`src/hw/epp_pkg.sv`:
```
/*
 Shared constants for the EPP cycle sequencer and its byte FIFO.
 Assumes a single 10 MHz system clock; all times are converted to cycles here.
*/
`default_nettype none
package epp_pkg;
	localparam int CLK_NS = 100;
	// Peripheral wait must hold still this long before it counts
	localparam int WAIT_SETTLE_NS = 50;
	localparam int WAIT_SETTLE_CYC = (WAIT_SETTLE_NS + CLK_NS - 1) / CLK_NS;
	// Strobe-low cycles before 1.7 may sample: two sync stages plus the filter
	localparam int SAMPLE_LAT_CYC = WAIT_SETTLE_CYC + 3;
	// Handshake abort window, lower edge of the allowed range
	localparam int TIMEOUT_NS = 10000;
	localparam int TIMEOUT_CYC = (TIMEOUT_NS + CLK_NS - 1) / CLK_NS;
	// FIFO mode strobe timing
	localparam int FIFO_SETUP_NS = 600;
	localparam int FIFO_SETUP_CYC = (FIFO_SETUP_NS + CLK_NS - 1) / CLK_NS;
	localparam int FIFO_PULSE_NS = 600;
	localparam int FIFO_PULSE_CYC = (FIFO_PULSE_NS + CLK_NS - 1) / CLK_NS;
	localparam int FIFO_HOLD_NS = 450;
	localparam int FIFO_HOLD_CYC = (FIFO_HOLD_NS + CLK_NS - 1) / CLK_NS;
	localparam logic [2:0] MODE_FIFO = 3'h5;
	localparam int FIFO_DEPTH = 16;
	localparam int DATA_W = 8;
	localparam int TMO_W = 8;
	localparam int CNT_W = 4;
	localparam logic [7:0] RESET_DATA = 8'h00;
endpackage
`default_nettype wire

```
`src/hw/byte_stream_if.sv`:
```
/*
 Valid/ready stream carrier between the sequencer and its FIFO.
 Assumes both ends run on the same clock.
*/
`default_nettype none
interface byte_stream_if #(parameter int W = 8);
	logic valid;
	logic ready;
	logic [W-1:0] data;
	modport source (output valid, output data, input ready);
	modport sink (input valid, input data, output ready);
endinterface
`default_nettype wire

```
`src/hw/byte_fifo.sv`:
```
/*
 Synchronous FIFO with registered full and empty indications.
 Assumes one clock and a synchronous active-high reset; depth a power of two.
*/
`default_nettype none
module byte_fifo #(
	parameter int W = 8,
	parameter int DEPTH = 16
) (
	input wire logic clk,
	input wire logic sys_rst,
	byte_stream_if.sink push,
	byte_stream_if.source pop
);
	localparam int AW = $clog2(DEPTH);

	generate
		if (DEPTH < 2 || (DEPTH & (DEPTH - 1)) != 0) begin : g_bad_depth
			$error("byte_fifo depth must be a power of two, at least 2");
		end
	endgenerate

	typedef struct packed {
		logic [DEPTH-1:0][W-1:0] mem;
		logic [AW-1:0] wr;
		logic [AW-1:0] rd;
		logic [AW:0] cnt;
		logic in_ready;
		logic out_valid;
	} fifo_state_t;

	fifo_state_t r;
	fifo_state_t next_r;
	logic do_push;
	logic do_pop;

	// Flags are registered so the top can hand ready straight out
	assign push.ready = r.in_ready;
	assign pop.valid = r.out_valid;
	assign pop.data = r.mem[r.rd];

	// Pointer and count update; push and pop may coincide
	always_comb begin
		next_r = r;
		do_push = push.valid && r.in_ready;
		do_pop = pop.ready && r.out_valid;
		if (do_push) begin
			next_r.mem[r.wr] = push.data;
			next_r.wr = r.wr + 1'b1;
		end
		if (do_pop) begin
			next_r.rd = r.rd + 1'b1;
		end
		next_r.cnt = r.cnt + {{AW{1'b0}}, do_push} - {{AW{1'b0}}, do_pop};
		next_r.in_ready = (next_r.cnt != (AW+1)'(DEPTH));
		next_r.out_valid = (next_r.cnt != '0);
		if (sys_rst) begin
			next_r = '0;
			next_r.in_ready = 1'b1;
		end
	end

	always_ff @(posedge clk) begin
		r <= next_r;
	end
endmodule // byte_fifo
`default_nettype wire

```
`src/hw/epp_cycle_sequencer.sv`:
```
/*
 EPP address/data cycle sequencer (1.9 and 1.7 handshakes) with a DMA-fed
 forward FIFO mode. Assumes ISA strobes, select and data arrive from pins,
 while mode, variant, direction bit and timeout clear come from logic on clk.
*/
`default_nettype none
// Functional notes
// - Peripheral wait counts only after holding one level for 50 ns.
// - Write indication stays high except during an EPP write cycle.
// - In 1.9 reads, release port data before asserting the strobe.
// - In 1.9, assert strobe only once peripheral wait is asserted.
// - In 1.9, drop strobe only after peripheral wait deasserts.
// - Read data reaches the system bus before the host stretch ends.
// - Stretch host cycle on EPP strobe until peripheral wait deasserts.
// - In 1.7 writes, strobe ends with the host write strobe.
// - In 1.7 reads, strobe ends with host read, then data released; the code drops strobe and releases data in the same cycle.
// - Mode 101 moves DMA bytes forward to the peripheral.
// - FIFO mode ignores acknowledge; paces bytes on busy only.
// - FIFO mode holds data past strobe until busy low and hold elapsed.
module epp_cycle_sequencer (
	input wire logic clk,
	input wire logic sys_rst,
	input wire logic [2:0] mode,
	input wire logic epp_variant_17,
	input wire logic port_direction_bit,
	input wire logic timeout_clear,
	input wire logic host_ior_n,
	input wire logic host_iow_n,
	input wire logic host_epp_sel,
	input wire logic host_addr_cycle,
	input wire logic [7:0] system_data_bus_in,
	output logic [7:0] system_data_bus_out,
	output logic system_data_bus_oe,
	output logic iochrdy_stretch,
	output logic timeout_flag,
	input wire logic dma_valid,
	input wire logic [7:0] dma_data,
	output logic dma_ready,
	input wire logic wait_n,
	input wire logic busy,
	output logic write_n,
	output logic data_strobe_n,
	output logic addr_strobe_n,
	output logic strobe_n,
	input wire logic [7:0] port_data_lines_in,
	output logic [7:0] port_data_lines_out,
	output logic port_data_lines_oe_n
);
	typedef enum logic [6:0] {
		S_IDLE = 7'h01,
		S_SETUP = 7'h02,
		S_STROBE = 7'h04,
		S_DONE = 7'h08,
		S_FINISH = 7'h10,
		S_F_SETUP = 7'h20,
		S_F_PULSE = 7'h40
	} seq_state_t;

	typedef struct packed {
		seq_state_t st;
		logic f_hold;
		logic [1:0] ior_s;
		logic [1:0] iow_s;
		logic [1:0] sel_s;
		logic [1:0] adr_s;
		logic [1:0] wait_s;
		logic [1:0] busy_s;
		logic [7:0] wd_s0;
		logic [7:0] wd_s1;
		logic [7:0] pd_s0;
		logic [7:0] pd_s1;
		logic wait_last;
		logic wait_f;
		logic [epp_pkg::CNT_W-1:0] settle;
		logic [epp_pkg::TMO_W-1:0] tmo;
		logic [epp_pkg::CNT_W-1:0] cnt;
		logic is_read;
		logic is_addr;
		logic pop;
		logic [7:0] sd_out;
		logic sd_oe;
		logic stretch;
		logic tmo_flag;
		logic write_n;
		logic dstb_n;
		logic astb_n;
		logic strobe_n;
		logic [7:0] pd_out;
		logic pd_oe_n;
	} seq_reg_t;

	seq_reg_t r;
	seq_reg_t next_r;
	logic host_active;
	logic host_idle;
	logic epp_mode;

	byte_stream_if #(.W(epp_pkg::DATA_W)) in_if ();
	byte_stream_if #(.W(epp_pkg::DATA_W)) out_if ();

	// DMA bytes enter the FIFO; its ready throttles the DMA side
	assign in_if.valid = dma_valid;
	assign in_if.data = dma_data;
	assign dma_ready = in_if.ready;
	assign out_if.ready = r.pop;

	byte_fifo #(
		.W(epp_pkg::DATA_W),
		.DEPTH(epp_pkg::FIFO_DEPTH)
	) u_fifo (
		.clk(clk),
		.sys_rst(sys_rst),
		.push(in_if),
		.pop(out_if)
	);

	// Outputs come straight from the state register
	assign system_data_bus_out = r.sd_out;
	assign system_data_bus_oe = r.sd_oe;
	assign iochrdy_stretch = r.stretch;
	assign timeout_flag = r.tmo_flag;
	assign write_n = r.write_n;
	assign data_strobe_n = r.dstb_n;
	assign addr_strobe_n = r.astb_n;
	assign strobe_n = r.strobe_n;
	assign port_data_lines_out = r.pd_out;
	assign port_data_lines_oe_n = r.pd_oe_n;

	// Next-state logic for the whole sequencer
	always_comb begin
		next_r = r;
		// Two-stage synchronisers; only stage 1 is read below
		next_r.ior_s = {r.ior_s[0], host_ior_n};
		next_r.iow_s = {r.iow_s[0], host_iow_n};
		next_r.sel_s = {r.sel_s[0], host_epp_sel};
		next_r.adr_s = {r.adr_s[0], host_addr_cycle};
		next_r.wait_s = {r.wait_s[0], wait_n};
		next_r.busy_s = {r.busy_s[0], busy};
		next_r.wd_s0 = system_data_bus_in;
		next_r.wd_s1 = r.wd_s0;
		next_r.pd_s0 = port_data_lines_in;
		next_r.pd_s1 = r.pd_s0;
		next_r.pop = 1'b0;
		epp_mode = (mode != epp_pkg::MODE_FIFO);
		host_active = r.sel_s[1] && (!r.ior_s[1] || !r.iow_s[1]);
		host_idle = r.ior_s[1] && r.iow_s[1];

		// Cable ringing filter: any transition restarts the count
		if (r.wait_s[1] != r.wait_last) begin
			next_r.wait_last = r.wait_s[1];
			next_r.settle = '0;
		end else if (r.settle != epp_pkg::CNT_W'(epp_pkg::WAIT_SETTLE_CYC)) begin
			next_r.settle = r.settle + 1'b1;
		end else begin
			next_r.wait_f = r.wait_last;
		end

		// Handshake watchdog runs only while a host cycle is open
		if (r.st == S_SETUP || r.st == S_STROBE) begin
			next_r.tmo = r.tmo + 1'b1;
		end else begin
			next_r.tmo = '0;
		end
		if (timeout_clear) begin
			next_r.tmo_flag = 1'b0;
		end

		case (r.st)
			S_IDLE: begin
				if (epp_mode && host_active) begin
					next_r.is_read = !r.ior_s[1];
					next_r.is_addr = r.adr_s[1];
					next_r.stretch = 1'b1;
					if (!r.ior_s[1]) begin
						next_r.pd_oe_n = 1'b1;
						next_r.write_n = 1'b1;
					end else begin
						next_r.pd_out = r.wd_s1;
						next_r.pd_oe_n = 1'b0;
						// 1.7 takes the write level from software's direction bit
						next_r.write_n = epp_variant_17 ? port_direction_bit : 1'b0;
					end
					next_r.st = S_SETUP;
				end else if (!epp_mode && !r.f_hold && out_if.valid && !r.busy_s[1]) begin
					next_r.pd_out = out_if.data;
					next_r.pd_oe_n = 1'b0;
					next_r.pop = 1'b1;
					next_r.cnt = '0;
					next_r.st = S_F_SETUP;
				end else if (!epp_mode && r.f_hold) begin
					// Data stays on the lines indefinitely when nothing waits
					next_r.cnt = (r.cnt == '1) ? r.cnt : r.cnt + 1'b1;
					if (!r.busy_s[1] &&
						r.cnt >= epp_pkg::CNT_W'(epp_pkg::FIFO_HOLD_CYC)) begin
						next_r.f_hold = 1'b0;
					end
				end else if (epp_mode) begin
					next_r.f_hold = 1'b0;
				end
			end
			S_SETUP: begin
				// 1.9 waits for the peripheral; 1.7 strobes at once
				if (epp_variant_17 || !r.wait_f) begin
					next_r.dstb_n = r.is_addr;
					next_r.astb_n = !r.is_addr;
					next_r.cnt = '0;
					next_r.st = S_STROBE;
				end
			end
			S_STROBE: begin
				if (!epp_variant_17 && r.wait_f) begin
					next_r.dstb_n = 1'b1;
					next_r.astb_n = 1'b1;
					next_r.sd_out = r.pd_s1;
					next_r.sd_oe = r.is_read;
					next_r.st = S_DONE;
				end else if (epp_variant_17) begin
					// No handshake gates 1.7, so give data and wait time to cross the syncs
					next_r.cnt = (r.cnt == '1) ? r.cnt : r.cnt + 1'b1;
					if (r.wait_f && r.stretch &&
						r.cnt >= epp_pkg::CNT_W'(epp_pkg::SAMPLE_LAT_CYC)) begin
						next_r.sd_out = r.pd_s1;
						next_r.sd_oe = r.is_read;
						next_r.st = S_DONE;
					end
				end
			end
			S_DONE: begin
				// Stretch drops one cycle after the read data is on the bus
				next_r.stretch = 1'b0;
				next_r.st = S_FINISH;
			end
			S_FINISH: begin
				if (host_idle) begin
					next_r.dstb_n = 1'b1;
					next_r.astb_n = 1'b1;
					next_r.write_n = 1'b1;
					next_r.sd_oe = 1'b0;
					next_r.pd_oe_n = 1'b1;
					next_r.st = S_IDLE;
				end
			end
			S_F_SETUP: begin
				next_r.cnt = r.cnt + 1'b1;
				if (r.cnt >= epp_pkg::CNT_W'(epp_pkg::FIFO_SETUP_CYC - 1)) begin
					next_r.strobe_n = 1'b0;
					next_r.cnt = '0;
					next_r.st = S_F_PULSE;
				end
			end
			S_F_PULSE: begin
				// Acknowledge is never looked at; busy alone paces bytes
				next_r.cnt = r.cnt + 1'b1;
				if (r.cnt >= epp_pkg::CNT_W'(epp_pkg::FIFO_PULSE_CYC - 1)) begin
					next_r.strobe_n = 1'b1;
					next_r.cnt = '0;
					next_r.f_hold = 1'b1;
					next_r.st = S_IDLE;
				end
			end
			default: begin
				next_r.st = S_IDLE;
			end
		endcase

		// Abort wins over the state step; set wins over clear
		if ((r.st == S_SETUP || r.st == S_STROBE) &&
			r.tmo >= epp_pkg::TMO_W'(epp_pkg::TIMEOUT_CYC - 1)) begin
			next_r.dstb_n = 1'b1;
			next_r.astb_n = 1'b1;
			next_r.stretch = 1'b0;
			next_r.tmo_flag = 1'b1;
			next_r.st = S_FINISH;
		end

		if (sys_rst) begin
			next_r = '0;
			next_r.st = S_IDLE;
			next_r.ior_s = 2'h3;
			next_r.iow_s = 2'h3;
			next_r.wait_s = 2'h3;
			next_r.wait_last = 1'b1;
			next_r.wait_f = 1'b1;
			next_r.write_n = 1'b1;
			next_r.dstb_n = 1'b1;
			next_r.astb_n = 1'b1;
			next_r.strobe_n = 1'b1;
			next_r.pd_out = epp_pkg::RESET_DATA;
			next_r.pd_oe_n = 1'b1;
		end
	end

	always_ff @(posedge clk) begin
		r <= next_r;
	end
endmodule // epp_cycle_sequencer
`default_nettype wire

```
`config.mk`:
```
export PLATFORM = sky130hd
export DESIGN_NAME = epp_cycle_sequencer
export DESIGN_NICKNAME = d
export VERILOG_FILES = /design/src/hw/epp_pkg.sv /design/src/hw/byte_stream_if.sv /design/src/hw/byte_fifo.sv /design/src/hw/epp_cycle_sequencer.sv
export SDC_FILE = /design/constraint.sdc
export NUM_CORES = 1
export LEC_CHECK = 0
export ABC_AREA = 0
export BUFFER_PORTS_ARGS = -buffer_cell sky130_fd_sc_hd__clkbuf_2
export CORE_MARGIN = 5
export CORE_UTILIZATION = 54
export DETAILED_ROUTE_END_ITERATION = 16
export PLACE_DENSITY_LB_ADDON = 0.12
export SYNTH_ARGS = -nofsm -noshare
export SYNTH_HDL_FRONTEND = slang
export SYNTH_SLANG_ARGS = --single-unit
```
`constraint.sdc`:
```
create_clock -name clk -period 2.8 [get_ports clk]
set_clock_uncertainty 0.2 [all_clocks]
set_input_delay 0.84 -clock clk [delete_from_list [all_inputs] [get_ports clk]]
set_output_delay 0.84 -clock clk [all_outputs]
set_load 0.02 [all_outputs]
```
==> results of run 1 <==
==> worst min-delay path by stage <==
stage                     slack (ns)  endpoint  cells after the start
final                           0.21     r[86]                      1
after global routing            0.22     r[86]                      1
after CTS                       0.21     r[86]                      1
after detailed placement        0.19     r[86]                      1
after global placement          0.19     r[86]                      1
after floorplan                 0.19     r[80]                      1
==> Yosys cell counts, types with 9 or more instances <==
library cell,number
nand2b_1,11
dfxtp_1,240
nor2_1,194
xor2_1,10
mux2i_1,139
mux4_2,40
nand3_1,22
clkbuf_1,42
nand2_1,43
ha_1,16
or2_2,10
nor2b_1,44
o21ai_0,18
a21oi_1,23
inv_1,20
nor3_1,9
xnor2_1,11
buf_4,19
==> cells by family (layout without fill, tap and decap cells) <==
logic type               Yosys count  after routing  share of synthesized area
AO/OA/AOI/OAI                     65             65                     0.0398
XOR/XNOR                          21             21                     0.0182
adder cells (fa/ha/maj)           17             17                     0.0218
buffers and inverters             90            168                     0.0442
flip-flops                       240            240                      0.476
multiplexers                     179            179                      0.227
AND/OR/NAND/NOR                  368            368                      0.172
==> flip-flops by register name, summed over array words and instances, names as in the netlist <==
signal and cells:
port_data_lines_out 8, r 72, system_data_bus_out 8, out_if.ready 1, u_fifo.push.ready 1, system_data_bus_oe 1
strobe_n 1, addr_strobe_n 1, u_fifo.pop.valid 1, data_strobe_n 1, timeout_flag 1, iochrdy_stretch 1
write_n 1, u_fifo.r 141, port_data_lines_oe_n 1
==> power by group through the flow <==
stage / combinational, mW / clock [mW] / sequential [mW]
after CTS: 1.03 / 3.61 / 3.68
after floorplan: 0.769 / 0 / 3.73
after global placement: 1.00 / 0 / 3.75
final: 1.01 / 3.52 / 3.68
after global routing: 1.14 / 3.75 / 3.70
after detailed placement: 1.02 / 0 / 3.75
==> per-stage QoR <==
step | hold WS (ns) | area, um^2 | total power, mW | cells | utilization
2_1_floorplan | 0.189 | 10100 | 4.50 | 980 | -
3_3_place_gp | 0.191 | 10700 | 4.76 | 1245 | 0.576
3_5_place_dp | 0.193 | 10700 | 4.77 | 1245 | 0.576
4_1_cts | 0.207 | 11600 | 8.32 | 1292 | 0.625
5_1_grt | 0.223 | 11600 | 8.59 | 1292 | 0.625
6_report | 0.206 | 11600 | 8.22 | 1292 | 0.625
==> worst reg2reg max path: cells and delay by family (launching register included) <==
kind,cells,cell delay [ns]
compound gates,2,0.65
flops,1,0.34
simple gates,4,1.26
==> metal layers <==
metal | wire (um) | up-vias | track usage
li1 | - | 3437 | -
met1 | 9520 | 3213 | 0.260
met2 | 9660 | 102 | 0.315
met3 | 791 | 31 | 0.0341
met4 | 373 | 0 | 0.0433
met5 | 0 | - | 0
==> final cells by class <==
cell class | instances | area share
Clock buffer | 39 | 0.0675
Clock inverter | 8 | 0.0103
Inverter | 20 | 0.00649
Multi-Input combinational cell | 650 | 0.418
Sequential cell | 240 | 0.416
Tap cell | 234 | 0.0253
Timing Repair Buffer | 101 | 0.0568
==> flow_summary.json, run 1 <==
{
  "place.gp.congestion": 0.806,
  "syn_nets": 1036,
  "yosys.area.top_type_share": 0.476,
  "die_w_um": 147,
  "maxCapViolCount": 0,
  "rr_worst_depth": 6,
  "start_util": 0.545,
  "fin_tns_setup_ns": 0,
  "reg2reg_to": "r[29]",
  "final.setup.worst_slack_ns": 0.223,
  "power_density_nw_per_um2": 710,
  "first_global_vias": 6607,
  "netlist_area_um2": 10100,
  "seqPwrFrac": 0.448,
  "synthFlopType": "dfxtp_1",
  "dieArea_um2": 21500,
  "first_pass_iters": 4,
  "htreeDepth": 1,
  "mostFrequentLayoutCells": "dfxtp_1, nor2_1, mux2i_1, clkbuf_2, nor2b_1",
  "wirelength_mm": 20.3,
  "numPortBuffers": 63,
  "startpoint": "r[94]",
  "internal-power_mw": 6.24,
  "crit_end": "r[29]",
  "antenna_left": 0,
  "dieHeight_um": 147,
  "period_needed_ns": 2.58,
  "worst-setup-path-type": "reg -> reg",
  "critPathBufInv": 0,
  "fmax_mhz": 388,
  "p_switching_mw": 1.98,
  "core.rowCount": 50,
  "cp_top_family": "simple AND/OR/NAND/NOR gates",
  "wl_per_cell_um": 15.7,
  "switching_share": 0.241,
  "cts_hold_buffers": 0,
  "clock_power_share": 0.429,
  "synth_cell_types": 55,
  "synthToLayoutAreaGrowth_pct": 14.7,
  "final-hold-violation-count": 0,
  "maxSlewViolCount": 0,
  "cp_data_required_time_ns": 2.98,
  "worstMarginPinSlew_ns": 0.689,
  "drt-initial-drc-count": 340,
  "clkSlewWorstSetupHoldPaths_ns": 0.06,
  "cp.depth": 6,
  "critPathLaunchType": "register",
  "pin_count": 64,
  "multi_input_area_um2": 4840,
  "status": "complete, no violations",
  "rsz0062_at_grt": "no",
  "pre_cts_slack_ns": 0.0715,
  "grt_max_degree": 73,
  "cts_sinks": 240,
  "combPwrFrac": 0.123,
  "final_common_cell": "dfxtp_1",
  "post-route-period-util": 0.920,
  "holdCritPathClass": "reg -> reg",
  "path_cells": "or3_1 > or4_4 > a31oi_1 > nand2_1 > a221oi_1 > nor3_1",
  "syn_inst": 980,
  "r2r_slack_ns": 0.22,
  "num_vias": 6783,
  "grt_pass1_wl_mm": 34.1,
  "postSynthAreaPerCell_um2": 10.3,
  "cts_buffers": 26,
  "async_flop_share": 0,
  "gr-total-overflow": 0,
  "yosysWarnings": 0,
  "ir_worst_vdd_v": 0.000565,
  "fillerInstances": 1558,
  "synth_edf_count": 0,
  "arrival_ns": 2.76,
  "ys_ff_latch": 240,
  "post_cts_buffers": 0,
  "register_area_um2": 4810,
  "cts-resized-gates": 0,
  "critPathMaxStageDelay_ns": 0.54,
  "cts-root-buf": "clkbuf_16",
  "p_leak_nw": 4.51,
  "cts_tree": "built",
  "critPathCaptureType": "register",
  "ys_top_cells_by_area": "dfxtp_1, mux2i_1, mux4_2",
  "layout.nets": 1095,
  "relSlewSlack": 0.539,
  "r2r-start": "r[94]",
  "drive_gt1_frac": 0.195,
  "netlist.top_cell.by_area": "dfxtp_1",
  "drc": 0,
  "hpwlAfterDp_mm": 13.8,
  "grt_usage": 0.190,
  "drt-vias-per-instance": 5.25,
  "clk-insertion-delay-late_ns": 0.52,
  "slowest_stage": "or4_4",
  "num_antenna_cells": 0,
  "core_um2": 18500,
  "worst-path-max-fanout": 7,
  "yosysSeqAreaShare": 0.476,
  "report.final.setup_viol": 0,
  "antenna_found_initial": 0,
  "hold_start": "r[85]",
  "clk_path_buf_depth": 3
}
Note: power is estimated with default switching activity, not from simulation.
==> run 2, diff against run 1 <==
==> constraint.sdc (replaced) <==
create_clock -name clk -period 2.8 [get_ports clk]
set_clock_uncertainty 0.2 [all_clocks]
set_input_delay 0.28 -clock clk [delete_from_list [all_inputs] [get_ports clk]]
set_output_delay 0.28 -clock clk [all_outputs]
set_load 0.02 [all_outputs]
==> flow_summary.json, run 2 (same netlist as run 1, synthesis figures left out) <==
{
  "drc": 0,
  "status": "complete, no violations",
  "fin_tns_setup_ns": 0,
  "final.setup.worst_slack_ns": 0.155,
  "worstMarginPinSlew_ns": 0.815,
  "period_needed_ns": 2.64,
  "fmax_mhz": 378,
  "cts-root-buf": "clkbuf_16",
  "drive_gt1_frac": 0.180,
  "relSlewSlack": 0.457,
  "maxCapViolCount": 0,
  "cts_tree": "built",
  "critPathMaxStageDelay_ns": 0.56,
  "largest_reg_flops": 141,
  "first_pass_iters": 5,
  "worst-setup-path-type": "reg -> reg",
  "fin_area_um2": 11700,
  "critPathCaptureType": "register",
  "wl_per_cell_um": 16.0,
  "num_antenna_cells": 0,
  "report.final.setup_viol": 0,
  "maxSlewViolCount": 0,
  "critPathBufInv": 0,
  "cp.depth": 5,
  "clk-insertion-delay-late_ns": 0.51,
  "worst-path-max-fanout": 16,
  "holdPathStages": 6,
  "antenna_found_initial": 0,
  "path_cells": "or3_1 > or4_4 > a211oi_4 > o21ai_0 > a21o_1",
  "r2r_slack_ns": 0.16,
  "gr-total-overflow": 0,
  "pin_count": 64,
  "drt-initial-drc-count": 377,
  "post-route-period-util": 0.945,
  "grt_pass1_wl_mm": 35.1,
  "dieArea_um2": 21500,
  "mostFrequentLayoutCells": "dfxtp_1, nor2_1, mux2i_1, clkbuf_2, nor2b_1",
  "final-hold-violation-count": 0,
  "p_leak_nw": 4.53,
  "slowest_stage": "or4_4",
  "place.gp.congestion": 0.825,
  "synthToLayoutAreaGrowth_pct": 15.6,
  "regMostFlops": "u_fifo.r",
  "cts_sinks": 240,
  "first_global_vias": 6777,
  "grt_usage": 0.195,
  "numPortBuffers": 63,
  "holdCritPathClass": "in -> reg",
  "power_density_nw_per_um2": 700,
  "layout.nets": 1104,
  "clkSlewWorstSetupHoldPaths_ns": 0.06,
  "wirelength_mm": 20.8,
  "grt_max_degree": 112,
  "arrival_ns": 2.84,
  "core_um2": 18500,
  "pre_cts_slack_ns": 0.206,
  "start_util": 0.545,
  "rr_worst_depth": 5,
  "num_vias": 6841,
  "place_inst": 1233,
  "cts_buffers": 24,
  "post_cts_buffers": 0,
  "core.rowCount": 50,
  "ir_worst_vdd_v": 0.000442,
  "rsz0062_at_grt": "no",
  "final_common_cell": "dfxtp_1",
  "clk_path_buf_depth": 3,
  "cp_top_family": "simple AND/OR/NAND/NOR gates",
  "cp_data_required_time_ns": 3.00,
  "die_w_um": 147,
  "antenna_left": 0,
  "dieHeight_um": 147,
  "critPathLaunchType": "register",
  "drt-vias-per-instance": 5.26,
  "finalNonFillerCells": 1300,
  "htreeDepth": 1,
  "place_area_um2": 10600,
  "hpwlAfterDp_mm": 13.7,
  "largest_registers": "u_fifo.r: 141 flops, r: 72 flops"
}
==> run 2: changes by cell type in the layout (fill, tap and decap cells not counted) <==
cell	previous run	this run
clkinv_2	4	3
buf_4	34	24
clkbuf_1	6	5
bufinv_16	3	4
clkbuf_16	27	25
clkinv_4	1	0
dlygate4sd3_1	0	23
clkbuf_8	6	7
buf_12	4	2
==> run 2: per-stage QoR <==
stage | power [mW] | util | hold slack [ns]
2_1_floorplan | 4.50 | - | 0.184
3_3_place_gp | 4.73 | 0.570 | 0.192
3_5_place_dp | 4.75 | 0.570 | 0.195
4_1_cts | 8.26 | 0.630 | 0.0359
5_1_grt | 8.54 | 0.630 | 0.0976
6_report | 8.16 | 0.630 | 0.0634
==> run 2: cell type report <==
class	instances	area [um^2]
Fill cell	1524	6860
Multi-Input combinational cell	650	4840
Sequential cell	240	4810
Timing Repair Buffer	112	772
Clock buffer	37	741
Tap cell	234	293
Clock inverter	7	135
Inverter	20	75.1
==> run 2: path summary, 6_finish.rpt <==
kind,start,endpoint
worst max-delay path,r[94],port_data_lines_oe_n
worst min-delay path,port_direction_bit,write_n
worst max register to register,r[94],port_data_lines_oe_n
worst min register to register,r[87],r[88]
==> run 2: worst reg2reg max path: stages, from the launching register on <==
cell and delay [ns]:
dfxtp_1 0.34, or3_1 0.51, or4_4 0.56, a211oi_4 0.54, o21ai_0 0.21, a21o_1 0.18
==> run 2: timing repair <==
item,4_1_cts,5_1_grt
hold buffers,23,0
endpoints found under the hold margin,23,0
resized for setup,0,0
==> run 2: layer usage <==
layer / vias up / GRT usage / part of all wire
li1: 3463 / - / -
met1: 3250 / 0.265 / 0.47
met2: 94 / 0.326 / 0.48
met3: 34 / 0.0320 / 0.034
met4: 0 / 0.0461 / 0.020
met5: - / 0 / 0
==> run 2: power by group <==
part	leakage, nW	total (mW)	switching [mW]	internal (mW)
Sequential	1.95	3.68	0.101	3.58
Clock	0.433	3.47	1.29	2.18
Combinational	2.15	1.01	0.552	0.460
==> run 3, diff against run 2 <==
--- a/config.mk
+++ b/config.mk
@@ -8,7 +8,7 @@
 export ABC_AREA = 0
 export BUFFER_PORTS_ARGS = -buffer_cell sky130_fd_sc_hd__clkbuf_2
 export CORE_MARGIN = 5
-export CORE_UTILIZATION = 54
+export CORE_UTILIZATION = 55
 export DETAILED_ROUTE_END_ITERATION = 16
 export PLACE_DENSITY_LB_ADDON = 0.12
 export SYNTH_ARGS = -nofsm -noshare
==> constraint.sdc (replaced) <==
create_clock -name clk -period 3.35 [get_ports clk]
set_clock_uncertainty 0.2 [all_clocks]
set_input_delay 0.335 -clock clk [delete_from_list [all_inputs] [get_ports clk]]
set_output_delay 0.335 -clock clk [all_outputs]
set_load 0.02 [all_outputs]
==> flow_summary.json, run 3 (same netlist as run 1, synthesis figures left out) <==
{
  "status": "complete, no violations",
  "rr_worst_depth": 5,
  "drt-vias-per-instance": 5.21,
  "clkSlewWorstSetupHoldPaths_ns": 0.06,
  "die_w_um": 145,
  "p_leak_nw": 4.47,
  "place_inst": 1219,
  "post-route-period-util": 0.811,
  "period_needed_ns": 2.72,
  "critPathLaunchType": "register",
  "final_common_cell": "dfxtp_1",
  "critPathCaptureType": "register",
  "worst-setup-path-type": "reg -> reg",
  "place_area_um2": 10500,
  "numPortBuffers": 63,
  "holdCritPathClass": "in -> reg",
  "core.rowCount": 49,
  "wl_met1_mm": 9.58,
  "grt_max_degree": 95,
  "cts_sinks": 240,
  "combPwrFrac": 0.124,
  "ir_worst_vdd_v": 0.000618,
  "clk_path_buf_depth": 3,
  "wl_per_cell_um": 15.7,
  "arrival_ns": 2.90,
  "largest_registers": "u_fifo.r: 141 flops, r: 72 flops",
  "cts_tree": "built",
  "first_pass_iters": 4,
  "wl_met3_um": 640,
  "regMostFlops": "u_fifo.r",
  "cts-root-buf": "clkbuf_16",
  "power_mw": 6.65,
  "wl_met2_mm": 9.60,
  "pin_count": 64,
  "clk-insertion-delay-late_ns": 0.51,
  "fmax_mhz": 368,
  "hold_start": "sys_rst",
  "internal-power_mw": 5.02,
  "place.gp.congestion": 0.828,
  "r2r_slack_ns": 0.63,
  "core_um2": 18000,
  "drt-initial-drc-count": 332,
  "layout.nets": 1096,
  "antenna_found_initial": 0,
  "grt_pass1_wl_mm": 34.5,
  "dieArea_um2": 21100,
  "wirelength_mm": 20.2,
  "maxSlewViolCount": 0,
  "clock_power_share": 0.413,
  "seqPwrFrac": 0.463,
  "worstMarginPinSlew_ns": 0.696,
  "p_switching_mw": 1.63,
  "dieHeight_um": 145,
  "power_density_nw_per_um2": 576,
  "first_global_vias": 6751,
  "cts_buffers": 25,
  "rsz0062_at_grt": "no",
  "mostFrequentLayoutCells": "dfxtp_1, nor2_1, mux2i_1, clkbuf_2, nor2b_1",
  "gr-total-overflow": 0,
  "worstHoldEndpoint": "port_data_lines_out[3]",
  "reg2reg_to": "system_data_bus_out[3]",
  "grt_usage": 0.190,
  "cts-resized-gates": 0,
  "start_util": 0.560,
  "final-hold-violation-count": 0,
  "num_vias": 6691,
  "worst-path-max-fanout": 11,
  "holdPathStages": 2,
  "drive_gt1_frac": 0.173,
  "fin_area_um2": 11600,
  "r2r-start": "r[96]",
  "antenna_left": 0,
  "final_core_util": 0.641,
  "cp_data_required_time_ns": 3.53,
  "synthToLayoutAreaGrowth_pct": 14.6,
  "switching_share": 0.245,
  "maxCapViolCount": 0,
  "fin_tns_setup_ns": 0,
  "largest_reg_flops": 141,
  "htreeDepth": 1,
  "relSlewSlack": 0.532,
  "report.final.setup_viol": 0,
  "drc": 0,
  "top_layer_used": "met4",
  "hpwlAfterDp_mm": 13.5,
  "finalNonFillerCells": 1285,
  "num_antenna_cells": 0
}
run 3: stage by stage:
step                hold WS, ns  setup slack [ns]
finish                    0.115             0.633
global placement          0.198             0.724
detailed placement        0.194             0.680
global route              0.139             0.426
floorplan                 0.189             0.837
CTS                      0.0962             0.672
run 3: per-layer routing:
layer  vias to the layer above  track usage
li1                       3448            -
met1                      3140        0.262
met2                        75        0.319
met3                        28       0.0330
met4                         0       0.0373
met5                         -            0
run 3: critical path, cell delays in order (launching register included):
cell	delay [ns]
dfxtp_1	0.43
nor4_1	0.68
nand3_1	0.39
nor2_2	0.57
mux2i_1	0.26
nor2_1	0.05
run 3: final cells by class:
class,count,area [um^2]
repair buffers,103,729
inverters,20,75.1
multi-input cells,650,4840
clock inverters,8,97.6
fillers,1495,6470
clock buffers,35,723
well taps,229,287
flip-flops and latches,240,4810
run 3: power by group through the flow:
stage | logic, mW | clock network (mW) | registers [mW]
2_1_floorplan | 0.643 | 0 | 3.12
3_3_place_gp | 0.803 | 0 | 3.14
3_5_place_dp | 0.811 | 0 | 3.14
4_1_cts | 0.836 | 2.81 | 3.08
5_1_grt | 0.929 | 2.96 | 3.10
6_report | 0.827 | 2.75 | 3.08
run 3: timing repair:
item | 4_1_cts | 5_1_grt
hold endpoints to repair | 23 | 0
endpoints found under the setup margin | 0 | 0
buffers inserted | 0 | 0
hold buffers | 23 | 0
run 3: how the worst max path moves through the flow:
| stage | cells past startpoint | end | startpoint |
|---|---|---|---|
| after floorplan | 8 | port_data_lines_out[3] | u_fifo.r[7] |
| after global placement | 5 | system_data_bus_out[4] | r[96] |
| after detailed placement | 5 | system_data_bus_out[4] | r[96] |
| after CTS | 5 | system_data_bus_out[3] | r[96] |
| after global routing | 5 | system_data_bus_out[2] | r[96] |
| final | 5 | system_data_bus_out[3] | r[96] |
